===== src/inc/tone_readout_pkg.sv =====
package tone_readout_pkg;

   // ************************************************************
   // guard periods and integrator decay, in enabled cycles of mclk (counts hold while clk_en is low)
   // ************************************************************
   localparam int PRESENT_GUARD_CYCLES = 400;
   localparam int ABSENT_GUARD_CYCLES = 300;
   localparam int ENERGY_DECAY_CYCLES = 200;

   // ************************************************************
   // digit code field and buffering
   // ************************************************************
   localparam int DIGIT_WIDTH = 4;
   localparam int DIGIT_LSB = 0;
   localparam int DIGIT_MSB = 3;
   localparam int FIFO_DEPTH = 16;
   localparam int ACK_PULSES = 4;
   localparam logic [3:0] DIGIT_RESET = 4'h0;

   // low group index 0..3 = 697,770,852,941; high group 0..3 = 1209,1336,1477,1633
   localparam logic [1:0] LOW_941 = 2'h3;
   localparam logic [1:0] HIGH_1633 = 2'h3;
   localparam logic [3:0] CODE_ZERO = 4'hA;
   localparam logic [3:0] CODE_STAR = 4'hB;
   localparam logic [3:0] CODE_HASH = 4'hC;
   localparam logic [3:0] CODE_D = 4'h0;

   // shifter states
   typedef enum logic [1:0] {
      SH_IDLE,
      SH_SHIFT,
      SH_DONE
   } shift_state_t;

endpackage


===== src/design/digit_fifo.sv =====
module digit_fifo #(
   parameter int WIDTH = 4,
   parameter int DEPTH = 16
) (
   // clock, reset, enable
   input wire logic mclk,
   input wire logic rst,
   input wire logic clk_en,
   // write side
   input wire logic in_valid,
   output logic in_ready,
   input wire logic [WIDTH-1:0] in_data,
   // read side
   output logic out_valid,
   input wire logic out_ready,
   output logic [WIDTH-1:0] out_data
);

   localparam int AW = $clog2(DEPTH);

   initial begin
      if (DEPTH < 2 || (1 << AW) != DEPTH || WIDTH < 1) begin
         $error("digit_fifo: depth must be a power of two of at least 2");
      end
   end

   logic [WIDTH-1:0] mem [DEPTH];
   logic [AW:0] wr_ptr;
   logic [AW:0] rd_ptr;
   logic do_write;
   logic do_read;

   // full when pointers differ only in the wrap bit
   assign in_ready = !((wr_ptr[AW] != rd_ptr[AW]) && (wr_ptr[AW-1:0] == rd_ptr[AW-1:0]));
   assign out_valid = (wr_ptr != rd_ptr);
   assign do_write = clk_en && in_valid && in_ready;
   assign do_read = clk_en && out_valid && out_ready;
   assign out_data = mem[rd_ptr[AW-1:0]];

   // storage array has no reset, only the pointers
   always_ff @(posedge mclk) begin
      if (do_write) begin
         mem[wr_ptr[AW-1:0]] <= in_data;
      end
   end

   // pointer update
   always_ff @(posedge mclk) begin
      if (rst) begin
         wr_ptr <= '0;
         rd_ptr <= '0;
      end else begin
         if (do_write) begin
            wr_ptr <= wr_ptr + 1'b1;
         end
         if (do_read) begin
            rd_ptr <= rd_ptr + 1'b1;
         end
      end
   end

endmodule


===== src/design/input_sync.sv =====
module input_sync #(
   parameter int WIDTH = 1
) (
   // clock and enable
   input wire logic mclk,
   input wire logic rst,
   input wire logic clk_en,
   // asynchronous in, synchronised out
   input wire logic [WIDTH-1:0] async_in,
   output logic [WIDTH-1:0] sync_out
);

   logic [WIDTH-1:0] stage1;

   initial begin
      if (WIDTH < 1) begin
         $error("input_sync: width must be at least 1");
      end
   end

   // two flops; the first is read only by the second
   always_ff @(posedge mclk) begin
      if (rst) begin
         stage1 <= '0;
         sync_out <= '0;
      end else if (clk_en) begin
         stage1 <= async_in;
         sync_out <= stage1;
      end
   end

endmodule


===== src/design/tone_digit_serial_readout.sv =====
module tone_digit_serial_readout #(
   parameter bit DELAYED_VARIANT = 1'b1,
   parameter int PRESENT_GUARD = tone_readout_pkg::PRESENT_GUARD_CYCLES,
   parameter int ABSENT_GUARD = tone_readout_pkg::ABSENT_GUARD_CYCLES,
   parameter int ENERGY_DECAY = tone_readout_pkg::ENERGY_DECAY_CYCLES,
   parameter int FIFO_DEPTH = tone_readout_pkg::FIFO_DEPTH
) (
   // clock, reset, enable
   input wire logic mclk,
   input wire logic rst,
   input wire logic clk_en,
   // detector front end, same clock domain
   input wire logic low_group_valid,
   input wire logic high_group_valid,
   input wire logic [1:0] low_group_index,
   input wire logic [1:0] high_group_index,
   input wire logic energy_above,
   // pins from the host
   input wire logic ack_pin,
   input wire logic sleep_request,
   // pins to the host
   output logic early_tone_flag,
   output logic validated_tone_flag,
   output logic serial_digit_cadence_out,
   // status
   output logic powered_down,
   output logic digit_dropped
);

   // ************************************************************
   // parameter checks
   // ************************************************************
   initial begin
      if (PRESENT_GUARD < 1 || ABSENT_GUARD < 1 || ENERGY_DECAY < 1) begin
         $error("tone_digit_serial_readout: guard and decay counts must be at least 1");
      end
      if (PRESENT_GUARD > 65535 || ABSENT_GUARD > 65535 || ENERGY_DECAY > 65535) begin
         $error("tone_digit_serial_readout: counts must fit 16 bits");
      end
   end

   localparam logic [15:0] PRESENT_LAST = 16'(PRESENT_GUARD - 1);
   localparam logic [15:0] ABSENT_LAST = 16'(ABSENT_GUARD - 1);
   localparam logic [15:0] DECAY_LAST = 16'(ENERGY_DECAY - 1);

   // ************************************************************
   // pin synchronisers
   // ************************************************************
   logic ack_s;
   logic sleep_s;

   input_sync #(
      .WIDTH(2)
   ) u_pin_sync (
      .mclk(mclk),
      .rst(rst),
      .clk_en(clk_en),
      .async_in({ack_pin, sleep_request}),
      .sync_out({ack_s, sleep_s})
   );

   logic ack_d;
   logic sleep_d;
   logic ack_rise;
   logic ack_fall;

   // edge history taken from the second sync stage only
   always_ff @(posedge mclk) begin
      if (rst) begin
         ack_d <= 1'b0;
         sleep_d <= 1'b0;
      end else if (clk_en) begin
         ack_d <= ack_s;
         sleep_d <= sleep_s;
      end
   end

   assign ack_rise = ack_s && !ack_d;
   assign ack_fall = !ack_s && ack_d;

   // ************************************************************
   // powerdown
   // ************************************************************
   // entry on the rising edge only; leaves when the request drops
   always_ff @(posedge mclk) begin
      if (rst) begin
         powered_down <= 1'b0;
      end else if (clk_en) begin
         if (sleep_s && !sleep_d) begin
            powered_down <= 1'b1;
         end else if (!sleep_s) begin
            powered_down <= 1'b0;
         end
      end
   end

   // ************************************************************
   // early steering and digit lookup
   // ************************************************************
   logic dual_tone;
   logic [3:0] next_code;

   assign dual_tone = low_group_valid && high_group_valid && !powered_down;

   // table lookup: row-major digits 1..9, then the 941 row and 1633 column
   always_comb begin
      next_code = {2'b00, low_group_index} * 4'h3 + {2'b00, high_group_index} + 4'h1;
      if (high_group_index == tone_readout_pkg::HIGH_1633) begin
         if (low_group_index == tone_readout_pkg::LOW_941) begin
            next_code = tone_readout_pkg::CODE_D;
         end else begin
            next_code = 4'hD + {2'b00, low_group_index};
         end
      end else if (low_group_index == tone_readout_pkg::LOW_941) begin
         unique case (high_group_index)
            2'h0: next_code = tone_readout_pkg::CODE_STAR;
            2'h1: next_code = tone_readout_pkg::CODE_ZERO;
            default: next_code = tone_readout_pkg::CODE_HASH;
         endcase
      end
   end

   logic [3:0] decoded_digit;

   // early flag follows the dual tone condition directly, with the digit it names
   always_ff @(posedge mclk) begin
      if (rst) begin
         early_tone_flag <= 1'b0;
         decoded_digit <= tone_readout_pkg::DIGIT_RESET;
      end else if (clk_en) begin
         early_tone_flag <= dual_tone;
         if (dual_tone) begin
            decoded_digit <= next_code;
         end
      end
   end

   // ************************************************************
   // delayed steering guard counter
   // ************************************************************
   logic delayed_flag;
   logic [15:0] guard_count;

   // counts the present guard while low and the absent guard while high
   always_ff @(posedge mclk) begin
      if (rst) begin
         delayed_flag <= 1'b0;
         guard_count <= 16'h0000;
      end else if (clk_en) begin
         if (powered_down) begin
            delayed_flag <= 1'b0;
            guard_count <= 16'h0000;
         end else if (!delayed_flag) begin
            if (!early_tone_flag) begin
               guard_count <= 16'h0000;
            end else if (guard_count == PRESENT_LAST) begin
               delayed_flag <= 1'b1;
               guard_count <= 16'h0000;
            end else begin
               guard_count <= guard_count + 16'h0001;
            end
         end else begin
            if (early_tone_flag) begin
               guard_count <= 16'h0000;
            end else if (guard_count == ABSENT_LAST) begin
               delayed_flag <= 1'b0;
               guard_count <= 16'h0000;
            end else begin
               guard_count <= guard_count + 16'h0001;
            end
         end
      end
   end

   logic steer;

   // variant chosen at build time
   assign steer = DELAYED_VARIANT ? delayed_flag : early_tone_flag;
   assign validated_tone_flag = DELAYED_VARIANT ? delayed_flag : 1'b0;

   // ************************************************************
   // digit buffering
   // ************************************************************
   logic steer_d;
   logic steer_rise;
   logic fifo_in_ready;
   logic fifo_out_valid;
   logic fifo_pop;
   logic [3:0] fifo_out_data;

   always_ff @(posedge mclk) begin
      if (rst) begin
         steer_d <= 1'b0;
      end else if (clk_en) begin
         steer_d <= steer;
      end
   end

   assign steer_rise = steer && !steer_d;

   // a full queue loses the digit; reported so software can count it
   assign digit_dropped = steer_rise && !fifo_in_ready;

   digit_fifo #(
      .WIDTH(tone_readout_pkg::DIGIT_WIDTH),
      .DEPTH(FIFO_DEPTH)
   ) u_fifo (
      .mclk(mclk),
      .rst(rst),
      .clk_en(clk_en),
      .in_valid(steer_rise && !powered_down),
      .in_ready(fifo_in_ready),
      .in_data(decoded_digit),
      .out_valid(fifo_out_valid),
      .out_ready(fifo_pop),
      .out_data(fifo_out_data)
   );

   // ************************************************************
   // acknowledge shifter
   // ************************************************************
   tone_readout_pkg::shift_state_t shift_state;
   logic [3:0] shift_reg;
   logic [2:0] pulse_count;
   logic digit_window;
   logic armed;

   // a digit can be read only while armed: after a steering rise, or after a full read that left digits queued
   assign fifo_pop = clk_en && (shift_state == tone_readout_pkg::SH_IDLE) && ack_rise
      && armed && fifo_out_valid && !powered_down;

   // armed by each steering rise; a completed read disarms only if the queue is then empty
   always_ff @(posedge mclk) begin
      if (rst) begin
         armed <= 1'b0;
      end else if (clk_en) begin
         if (steer_rise) begin
            armed <= 1'b1;
         end else if (shift_state == tone_readout_pkg::SH_SHIFT && ack_fall
            && pulse_count == 3'(tone_readout_pkg::ACK_PULSES)) begin
            armed <= fifo_out_valid;
         end
      end
   end

   // capture, shift and window control
   always_ff @(posedge mclk) begin
      if (rst) begin
         shift_state <= tone_readout_pkg::SH_IDLE;
         shift_reg <= tone_readout_pkg::DIGIT_RESET;
         pulse_count <= 3'h0;
         digit_window <= 1'b0;
      end else if (clk_en) begin
         if (powered_down) begin
            shift_state <= tone_readout_pkg::SH_IDLE;
            pulse_count <= 3'h0;
            digit_window <= 1'b0;
         end else begin
            unique case (shift_state)
               tone_readout_pkg::SH_IDLE: begin
                  if (fifo_pop) begin
                     shift_reg <= fifo_out_data;
                     pulse_count <= 3'h1;
                     digit_window <= 1'b1;
                     shift_state <= tone_readout_pkg::SH_SHIFT;
                  end
               end
               tone_readout_pkg::SH_SHIFT: begin
                  // no new capture can happen until four pulses are seen
                  if (ack_rise) begin
                     shift_reg <= {1'b0, shift_reg[tone_readout_pkg::DIGIT_MSB:1]};
                     pulse_count <= pulse_count + 3'h1;
                  end else if (ack_fall && pulse_count == 3'(tone_readout_pkg::ACK_PULSES)) begin
                     digit_window <= 1'b0;
                     shift_state <= tone_readout_pkg::SH_DONE;
                  end
               end
               tone_readout_pkg::SH_DONE: begin
                  // held for one cycle only, then back to idle, where a surplus pulse pops the next digit if armed
                  shift_state <= tone_readout_pkg::SH_IDLE;
                  pulse_count <= 3'h0;
               end
               default: begin
                  shift_state <= tone_readout_pkg::SH_IDLE;
               end
            endcase
         end
      end
   end

   // ************************************************************
   // energy integrator
   // ************************************************************
   logic energy_flag;
   logic [15:0] decay_count;

   // retriggerable hold: high at once, low after a quiet decay interval
   always_ff @(posedge mclk) begin
      if (rst) begin
         energy_flag <= 1'b0;
         decay_count <= 16'h0000;
      end else if (clk_en) begin
         if (powered_down) begin
            energy_flag <= 1'b0;
            decay_count <= 16'h0000;
         end else if (energy_above) begin
            energy_flag <= 1'b1;
            decay_count <= 16'h0000;
         end else if (energy_flag) begin
            if (decay_count == DECAY_LAST) begin
               energy_flag <= 1'b0;
               decay_count <= 16'h0000;
            end else begin
               decay_count <= decay_count + 16'h0001;
            end
         end
      end
   end

   // ************************************************************
   // output pin multiplexer
   // ************************************************************
   // registered so the pin never glitches between the two sources
   always_ff @(posedge mclk) begin
      if (rst) begin
         serial_digit_cadence_out <= 1'b0;
      end else if (clk_en) begin
         if (powered_down) begin
            serial_digit_cadence_out <= 1'b0;
         end else if (digit_window || fifo_pop) begin
            serial_digit_cadence_out <= fifo_pop ? fifo_out_data[tone_readout_pkg::DIGIT_LSB]
               : (ack_rise ? shift_reg[1] : shift_reg[0]);
         end else begin
            serial_digit_cadence_out <= energy_flag;
         end
      end
   end

endmodule


===== config.mk =====
export PLATFORM = sky130hd
export DESIGN_NAME = tone_digit_serial_readout
export DESIGN_NICKNAME = d
export VERILOG_FILES = /design/src/inc/tone_readout_pkg.sv /design/src/design/digit_fifo.sv /design/src/design/input_sync.sv /design/src/design/tone_digit_serial_readout.sv
export SDC_FILE = /design/constraint.sdc
export NUM_CORES = 1
export LEC_CHECK = 0
export ABC_AREA = 1
export BUFFER_PORTS_ARGS = -buffer_cell sky130_fd_sc_hd__buf_2
export CAP_MARGIN = 30
export CORE_MARGIN = 2
export CORE_UTILIZATION = 65
export DETAILED_ROUTE_END_ITERATION = 12
export PLACE_DENSITY = 0.82
export SLEW_MARGIN = 20
export SYNTH_ARGS = -nofsm -noshare
export SYNTH_HDL_FRONTEND = slang
export SYNTH_SLANG_ARGS = --single-unit

===== constraint.sdc =====
create_clock -name mclk -period 4.9 [get_ports mclk]
set_input_delay 1.225 -clock mclk [delete_from_list [all_inputs] [get_ports mclk]]
set_output_delay 1.225 -clock mclk [all_outputs]
set_load 0.01 [all_outputs]

==> results.cfg, run 1 <==
[run_status]
status = completed

[min_path]
holdCritPathClass = register to register
hold_depth = 2
whs_endpoint = sleep_d$_SDFFE_PP0P_
hold_start = sleep_d$_SDFFE_PP0P_

[die]
rows = 36
core-area_mm2 = 0.009864
ios = 17
dieWidth_um = 105.2
dieArea_mm2 = 0.01107
die_h_um = 105.2
start_util_pct = 67.50

[sta]
period_needed_ns = 3.033
finalCritPeriodShare_pct = 61.90
hold_viol_final = 0
setup_viol = 0
slew_headroom_pct = 50.75
drv_slew = 0
rsz0062_at_grt = no
skew_ns = 0.007856
worstMarginPinSlew_ns = 0.7387
max_freq_mhz = 329.7
tns_ns = 0

[logic_synthesis]
yosysUniqueCellTypes = 41
synth-seq-area-share_pct = 50.81
syn_area_per_cell_um2 = 8.334
synth_nets = 829
yosys-top-cells-area = edfxtp_1 (29%), dfxtp_1 (22%), nand2_1 (9.0%)
synth_area_mm2 = 0.006659
yosysWarnings = 0
synth_top_area_share_pct = 28.86
synthCells = 799
ys_ff_latch = 137
yosysTopAreaCell = edfxtp_1

[worst_setup_path]
arrival_ns = 1.81
reg2reg_depth = 8
slowest_delay_ns = 0.46
cp_top_family = simple AND/OR/NAND/NOR gates
path_class = register to output port
timing.rr.end = shift_reg[0]$_SDFFE_PP0P_
critPathMaxFanout = 7
reg2reg_slack_ns = 2.74
cp-end-kind = output port
critPathSlowestCell = dfxtp_1
start_kind = register
crit_chain = inv_2 > nand2_1 > nand2_2 > nor2_4 > nand3b_1 > nor2_1 > buf_2
critical_path_buf_inv_count = 2
crit_required_ns = 3.67
startpoint = u_fifo.wr_ptr[2]$_SDFFE_PP0P_

[pwr]
power_frac_comb_pct = 4.2
p_leak_nw = 2.814
p_total_mw = 2.522
worst_ir_drop_vdd_uv = 246.1
cellPowerDensity_mw_per_mm2 = 344.7
power.switching_uw = 550.4
p_clk_share_pct = 47.1
swShare_pct = 21.82
seqPwrFrac_pct = 48.6
internal_power_mw = 1.972

[layout]
syn2layout_area_growth_pct = 9.865
seq_area_mm2 = 0.003383
final_nets = 837
fin_cells = 952
largest_reg_flops = 64
multi_input_comb_area_mm2 = 0.002826
antenna_cells = 0
drive_gt1_share_pct = 10.74
final_area_mm2 = 0.007316
nFillCells = 754

[detailed_routing]
drt-wirelength-per-cell_um = 15.07
routed_wl_mm = 14.34
ant_nets = 0
drt-initial-drc-count = 380
vias_per_cell = 5.738
drtPass1Iterations = 5
num_vias = 5463
drc = 0

[clock_tree]
ctsHoldBuffers = 0
cts_buffers = 17
clock_path_buffers = 2
cts_tree = yes
ctsResizeCount = 0
cts.clk_slew.worst_paths_ns = 0.06
htree_levels = 4
cts.sinks = 137
clk_latency_ns = 0.53
cts_root_buffer = clkbuf_8
post-cts-setup-buffers = 0

[global_route]
track_usage_pct = 27.16
grt_max_degree = 37
antenna_found_initial = 0
grt_pass1_wl_mm = 23.94
overflow = 0
grt_pass1_vias = 5203

[flow_run]
max_cap_violations = 0

[place]
dpl.hpwl_mm = 9.518
place_area_mm2 = 0.006759
dp_cells = 921
gp_congestion = 0.9109
io_buffers = 16
[logic make-up (layout without fill, tap and decap cells)]
kind of cell	after synthesis	after routing	share of synthesized area (%)
flops	137	137	50.81
buf+inv	106	126	6.746
xor+xnor	19	19	2.499
compound gates	113	113	9.320
simple gates	406	406	27.02
fa+ha+maj	18	18	3.608
[synthesized netlist by cell type]
cell type / number
o21ai_1: 2
a21oi_2: 4
buf_6: 3
xnor2_1: 4
nand2_2: 11
nand2_4: 1
a31oi_1: 3
fa_1: 2
ha_1: 16
nor2_4: 2
a21oi_4: 1
nand2_1: 160
o31ai_1: 1
nand4_1: 13
buf_4: 4
a21oi_1: 53
nor3_1: 13
o211ai_1: 4
inv_1: 70
nor3b_1: 2
buf_1: 1
nor4_1: 4
nand3_2: 3
and3_1: 1
inv_4: 1
clkbuf_1: 11
nor2_1: 111
or2_2: 6
nor3_2: 1
nor2_2: 3
nand3b_1: 6
buf_2: 9
inv_2: 7
dfxtp_1: 73
o21ai_0: 41
edfxtp_1: 64
nand3_1: 69
a21boi_2: 1
a211oi_1: 2
o22ai_1: 1
xor2_1: 15
[final cells by class]
class	count	share of cell area, %
flip-flops and latches	137	46.25
clock buffers	18	5.849
well taps	133	2.275
inverters	78	4.036
clock inverters	13	1.762
multi-input cells	556	38.64
repair buffers	17	1.197
[stage by stage]
step | hold slack (ns) | util, % | worst slack (ns)
6_report | 0.4696 | 74.16 | 1.867
3_3_place_gp | 0.4438 | 68.52 | 1.849
5_1_grt | 0.5018 | 74.16 | 1.657
4_1_cts | 0.4716 | 74.16 | 1.860
2_1_floorplan | 0.4359 | - | 2.318
3_5_place_dp | 0.4628 | 68.52 | 1.726
[per-layer routing]
layer / track usage [%] / up-vias / share of wire (%)
met5: 0 / - / 0
met2: 45.90 / 218 / 51
met1: 33.76 / 2534 / 41
met4: 11.33 / 0 / 2.0
li1: - / 2670 / -
met3: 5.875 / 41 / 6.1
[placed cells by master (no fill, tap or decap), drive strengths merged, types with 2 or more instances in the layout]
cell,n
buf,17
ha,16
a21oi,58
nor4,4
nand3b,6
nand4,13
fa,2
nor2,116
inv,79
clkinv,7
clkbuf,18
clkinvlp,3
nand3,72
a31oi,3
nand2,172
or2,6
xor2,15
a211oi,2
o211ai,4
edfxtp,64
xnor2,4
nor3,14
nor3b,2
o21ai,43
bufinv,2
dfxtp,73
[power groups by stage]
| stage | registers [mW] | logic, mW | clock network (mW) |
|---|---|---|---|
| after floorplan | 1.24 | 0.0785 | 0 |
| after global placement | 1.25 | 0.0975 | 0 |
| after detailed placement | 1.25 | 0.104 | 0 |
| after CTS | 1.23 | 0.105 | 1.21 |
| after global routing | 1.23 | 0.120 | 1.26 |
| final | 1.23 | 0.107 | 1.19 |
[worst reg2reg max path: stages, from the launching register on]
cell     delay [ns]
dfxtp_1        0.67
inv_1          0.49
nor2_1         0.21
o21ai_0        0.12
nand3_1        0.12
nand3_1        0.13
a21oi_1        0.18
nor2_1         0.07
nor2_1         0.10
[worst max-delay path by stage]
| stage | endpoint | slack, ns | cells after the start |
|---|---|---|---|
| 2_1_floorplan | decoded_digit[2]$_SDFFE_PP0P_ | 2.32 | 6 |
| 3_3_place_gp | decay_count[13]$_SDFFE_PP0P_ | 1.85 | 6 |
| 3_5_place_dp | decay_count[13]$_SDFFE_PP0P_ | 1.73 | 6 |
| 4_1_cts | digit_dropped | 1.86 | 7 |
| 5_1_grt | digit_dropped | 1.66 | 7 |
| 6_report | digit_dropped | 1.87 | 7 |
Note: power is estimated with default switching activity, not from simulation.
==> run 2: changes to the inputs <==
Settings changed: ABC_AREA 1 to 0, CORE_UTILIZATION 65 to 62, PLACE_DENSITY 0.82 to 0.79.
Clock period 4.9 ns to 3.1 ns, I/O delays scaled along.
==> run 2 against run 1 <==
Compared with the run above: clock power increased by 66%; sequential power up 56%; clock skew decreased by 0.0020 ns; core utilization shrank 3.9 points; design area shrank 2.2%; area after synthesis decreased by 4.1%; global-route usage fell by 1.9 points; via count down 18%; sequential cell count is the same; highest routed layer unchanged.
==> results.cfg, run 2 <==
[clock_tree]
ctsResizeCount = 0
cts_tree = yes
ctsHoldBuffers = 0
cts.clk_slew.worst_paths_ns = 0.06
clk_latency_ns = 0.54
htree_levels = 4
clock_path_buffers = 2
cts.sinks = 137
cts_root_buffer = clkbuf_8
post-cts-setup-buffers = 0
cts_buffers = 17

[detailed_routing]
vias_per_cell = 6.097
drt-wirelength-per-cell_um = 17.82
routed_wl_mm = 13.03
ant_nets = 0
num_vias = 4457
drc = 0
drtPass1Iterations = 5
drt-initial-drc-count = 267

[logic_synthesis]
synth_area_mm2 = 0.006389
synthCells = 567
yosysTopAreaCell = edfxtp_1
ys.flop_type = dfxtp_1
synth_adder_area_share_pct = 3.760
synth_mux_area_share_pct = 9.479
ys_ff_latch = 137
synth_top_family_by_area = simple AND/OR/NAND/NOR gates
yosysMostFrequentCell = dfxtp_1
yosys-top-cells-area = edfxtp_1 (30%), dfxtp_1 (23%), mux4_2 (4.6%)
yosysWarnings = 0
synthXorXnorAreaFrac_pct = 4.113
synth-seq-area-share_pct = 52.96
synth_compound_area_share_pct = 8.715
yosysUniqueCellTypes = 63
yosys.area_share.simple_pct = 17.92
syn_area_per_cell_um2 = 11.27
synth_edf_count = 64
synth_nets = 597
synth_top_area_share_pct = 30.08
async_reset_ff_share_pct = 0
yosys-top-cells-count = dfxtp_1 (73), edfxtp_1 (64), nor2_1 (53)

[die]
ios = 17
dieWidth_um = 105.5
dieArea_mm2 = 0.01113
die_h_um = 105.5
rows = 37
start_util_pct = 62.73
core-area_mm2 = 0.01018

[worst_setup_path]
path_class = register to output port
start_kind = register
critPathMaxFanout = 7
crit_required_ns = 2.32
endpoint = digit_dropped
r2r_start = powered_down$_SDFFE_PP0P_
arrival_ns = 1.92
startpoint = u_fifo.wr_ptr[3]$_SDFFE_PP0P_
reg2reg_depth = 5
timing.rr.end = decay_count[15]$_SDFFE_PP0P_
cp-end-kind = output port
reg2reg_slack_ns = 0.87

[pwr]
internal_power_mw = 3.209
swShare_pct = 20.23
seqPwrFrac_pct = 47.8
p_clk_share_pct = 49.3
power.switching_uw = 813.9
power_frac_comb_pct = 2.9
p_total_mw = 4.023
worst_ir_drop_vdd_uv = 507.2
cellPowerDensity_mw_per_mm2 = 562.3
p_leak_nw = 2.573

[global_route]
antenna_found_initial = 0
grt_max_degree = 37
track_usage_pct = 25.24
grt_pass1_vias = 4420
grt_pass1_wl_mm = 21.79
overflow = 0

[sta]
max_freq_mhz = 370.8
skew_ns = 0.005818
finalCritPeriodShare_pct = 87.00
worstMarginPinSlew_ns = 0.8907
rsz0062_at_grt = no
hold_viol_final = 0
period_needed_ns = 2.697
drv_slew = 0
setup_viol = 0
slew_headroom_pct = 40.16
tns_ns = 0

[layout]
final_common_cell = dfxtp_1
syn2layout_area_growth_pct = 12.01
largest_reg_flops = 64
layout_common_cells = dfxtp_1 (73), edfxtp_1 (64), nor2_1 (53)
antenna_cells = 0
final_nets = 612
drive_gt1_share_pct = 12.27

[min_path]
holdCritPathClass = register to register
hold_start = guard_count[9]$_SDFFE_PP0P_

[run_status]
status = completed

[place]
dpl.hpwl_mm = 8.773
io_buffers = 16
gp_congestion = 0.8696

[flow_run]
max_cap_violations = 0
==> run 2: cells by family (layout without fill, tap and decap cells) <==
kind of cell | count (synthesis) | count (layout)
and+or+nand+nor | 210 | 210
DFF | 137 | 137
AOI/OAI and AO/OA | 83 | 83
buffers and inverters | 45 | 73
muxes | 44 | 44
xor gates and xnor gates | 30 | 30
adders and majority gates | 18 | 18
==> run 2: how the worst min path moves through the flow <==
stage / to / cells past startpoint / slack (ns)
final: guard_count[9]$_SDFFE_PP0P_ / 1 / 0.48
after global routing: guard_count[11]$_SDFFE_PP0P_ / 1 / 0.51
after CTS: shift_reg[3]$_SDFFE_PP0P_ / 2 / 0.47
after detailed placement: shift_reg[3]$_SDFFE_PP0P_ / 2 / 0.46
after global placement: guard_count[9]$_SDFFE_PP0P_ / 1 / 0.46
after floorplan: shift_reg[3]$_SDFFE_PP0P_ / 2 / 0.44
==> run 2: critical path, stage by stage (launching register included) <==
cell,delay (ns)
dfxtp_1,0.49
xnor2_1,0.18
nand4_1,0.28
nor3_1,0.26
buf_2,0.17
==> run 2: final cells by class <==
class | instances | area, µm²
sequential | 137 | 3383
fill | 742 | 3029
multi-input combinational | 385 | 2814
clock buffer | 24 | 460.4
tap | 136 | 170.2
timing repair buffer | 25 | 147.6
clock inverter | 8 | 120.1
inverter | 16 | 60.06
==> run 2: per-stage QoR <==
step	instances	cell area, µm²	util [%]	setup slack (ns)	hold WS (ns)
finish	731	7156	70.26	0.4029	0.4780
global route	731	7156	70.26	0.2628	0.5086
CTS	731	7152	70.22	0.4275	0.4733
detailed placement	699	6571	64.52	0.5396	0.4629
global placement	699	6571	64.52	0.5846	0.4562
floorplan	567	6389	-	0.6234	0.4428
==> run 2: layer usage <==
| metal | wire length (µm) | vias to the layer above | track usage (%) |
|---|---|---|---|
| li1 | - | 2123 | - |
| met1 | 5552 | 2184 | 32.85 |
| met2 | 6391 | 133 | 40.83 |
| met3 | 895 | 17 | 7.236 |
| met4 | 189 | 0 | 8.553 |
| met5 | 0 | - | 0 |
==> run 2: power by group through the flow <==
stage,logic (mW),registers (mW),clock network [mW]
final,0.117,1.92,1.98
after global routing,0.131,1.92,2.08
after CTS,0.116,1.92,2.00
after detailed placement,0.114,1.96,0
after global placement,0.107,1.96,0
after floorplan,0.0803,1.95,0
==> run 3: changes to the inputs <==
Settings changed: ABC_AREA 0 to 1, REMOVE_ABC_BUFFERS set to 1.
==> run 3 against run 2 <==
Compared with the run above: final cell count grew 31%; wire length grew 9.3%; combinational power increased by 44%; global-route usage rose by 1.3 points; sequential cell count is the same; clock-buffer cell count decreased by 6; critical path depth grew 3; design area up 3.5%; non-clock buffer count decreased by 4; critical path type unchanged; critical endpoint unchanged.
==> results.cfg, run 3 (synthesized netlist as in run 1, its figures left out) <==
[global_route]
track_usage_pct = 26.50
antenna_found_initial = 0
grt_pass1_wl_mm = 24.01
grt_pass1_vias = 5188
grt_max_degree = 30
overflow = 0

[sta]
hold_viol_final = 0
slew_headroom_pct = 50.06
rsz0062_at_grt = no
drv_slew = 0
finalCritPeriodShare_pct = 81.21
period_needed_ns = 2.518
hold_ws_ns = 0.4682
skew_ns = 0.01220
worstMarginPinSlew_ns = 0.7490
tns_ns = 0
max_freq_mhz = 397.2
setup_viol = 0

[detailed_routing]
routed_wl_mm = 14.24
drt-wirelength-per-cell_um = 14.83
num_vias = 5339
vias_per_cell = 5.561
drt-initial-drc-count = 309
ant_nets = 0
drtPass1Iterations = 5
drc = 0

[clock_tree]
cts.clk_slew.worst_paths_ns = 0.06
cts_buffers = 17
cts.sinks = 137
ctsResizeCount = 0
cts_tree = yes
htree_levels = 4
cts_root_buffer = clkbuf_8
ctsHoldBuffers = 0
clk_latency_ns = 0.51
post-cts-setup-buffers = 0
clock_path_buffers = 2

[pwr]
worst_ir_drop_vdd_uv = 424.4
cellPowerDensity_mw_per_mm2 = 564.0
p_leak_nw = 2.855

[layout]
fin_util_pct = 71.42
largest_reg_flops = 64
antenna_cells = 0
final_common_cell = nand2_1
syn2layout_area_growth_pct = 11.22
drive_gt1_share_pct = 11.04
layout_common_cells = nand2_1 (160), nor2_1 (111), dfxtp_1 (73)
final_nets = 841
fin_cells = 960

[worst_setup_path]
start_kind = register
path_class = register to output port
crit_required_ns = 2.32
critPathMaxFanout = 7
arrival_ns = 1.74
cp-end-kind = output port
reg2reg_slack_ns = 0.99

[die]
rows = 37
dieArea_mm2 = 0.01159
die_h_um = 107.6
ios = 17
start_util_pct = 64.21
core-area_mm2 = 0.01037
dieWidth_um = 107.6

[place]
dpl.hpwl_mm = 9.611
io_buffers = 16
dp_cells = 928
gp_congestion = 0.8716

[flow_run]
max_cap_violations = 0

[min_path]
holdCritPathClass = register to register

[run_status]
status = completed
-- run 3: worst max-delay path, stage by stage, from the launching register on --
cell and delay [ns]:
dfxtp_1 0.47, inv_2 0.10, nand2_1 0.09, nand2_2 0.06, nor2_4 0.10, nand3b_1 0.12, nor2_1 0.14, buf_2 0.15
-- run 3: through the flow --
stage | setup slack (ns) | total power, mW | instance area [µm²]
global placement | 0.7278 | 2.133 | 6793
floorplan | 0.9679 | 2.077 | 6505
finish | 0.5825 | 4.177 | 7406
detailed placement | 0.6229 | 2.143 | 6793
CTS | 0.5275 | 4.198 | 7406
global route | 0.3993 | 4.295 | 7406
-- run 3: report_power, final --
group,switching [mW],internal (mW)
registers,0.0270,1.91
clock network,0.761,1.31
logic,0.113,0.0567
total,0.900,3.28
-- run 3: metal layers --
metal	part of all wire [%]	up-vias	track usage, %
met4	1.5	0	9.799
met5	0	-	0
li1	-	2676	-
met2	52	154	46.77
met3	4.9	23	5.266
met1	42	2486	32.01
-- run 3: area by class of cell --
| class | count | area [µm²] |
|---|---|---|
| tap | 136 | 170.2 |
| inverter | 78 | 295.3 |
| sequential | 137 | 3383 |
| clock inverter | 14 | 195.2 |
| multi-input combinational | 556 | 2826 |
| clock buffer | 18 | 417.9 |
| fill | 835 | 2964 |
| timing repair buffer | 21 | 117.6 |
-- run 3: final timing paths --
kind	from	end	cells after the start
max reg2reg	register	serial_digit_cadence_out$_SDFFE_PP0P_	8
min reg2reg	serial_digit_cadence_out$_SDFFE_PP0P_	serial_digit_cadence_out$_SDFFE_PP0P_	2
min	serial_digit_cadence_out$_SDFFE_PP0P_	serial_digit_cadence_out$_SDFFE_PP0P_	2
max	u_fifo.wr_ptr[2]$_SDFFE_PP0P_	digit_dropped	7
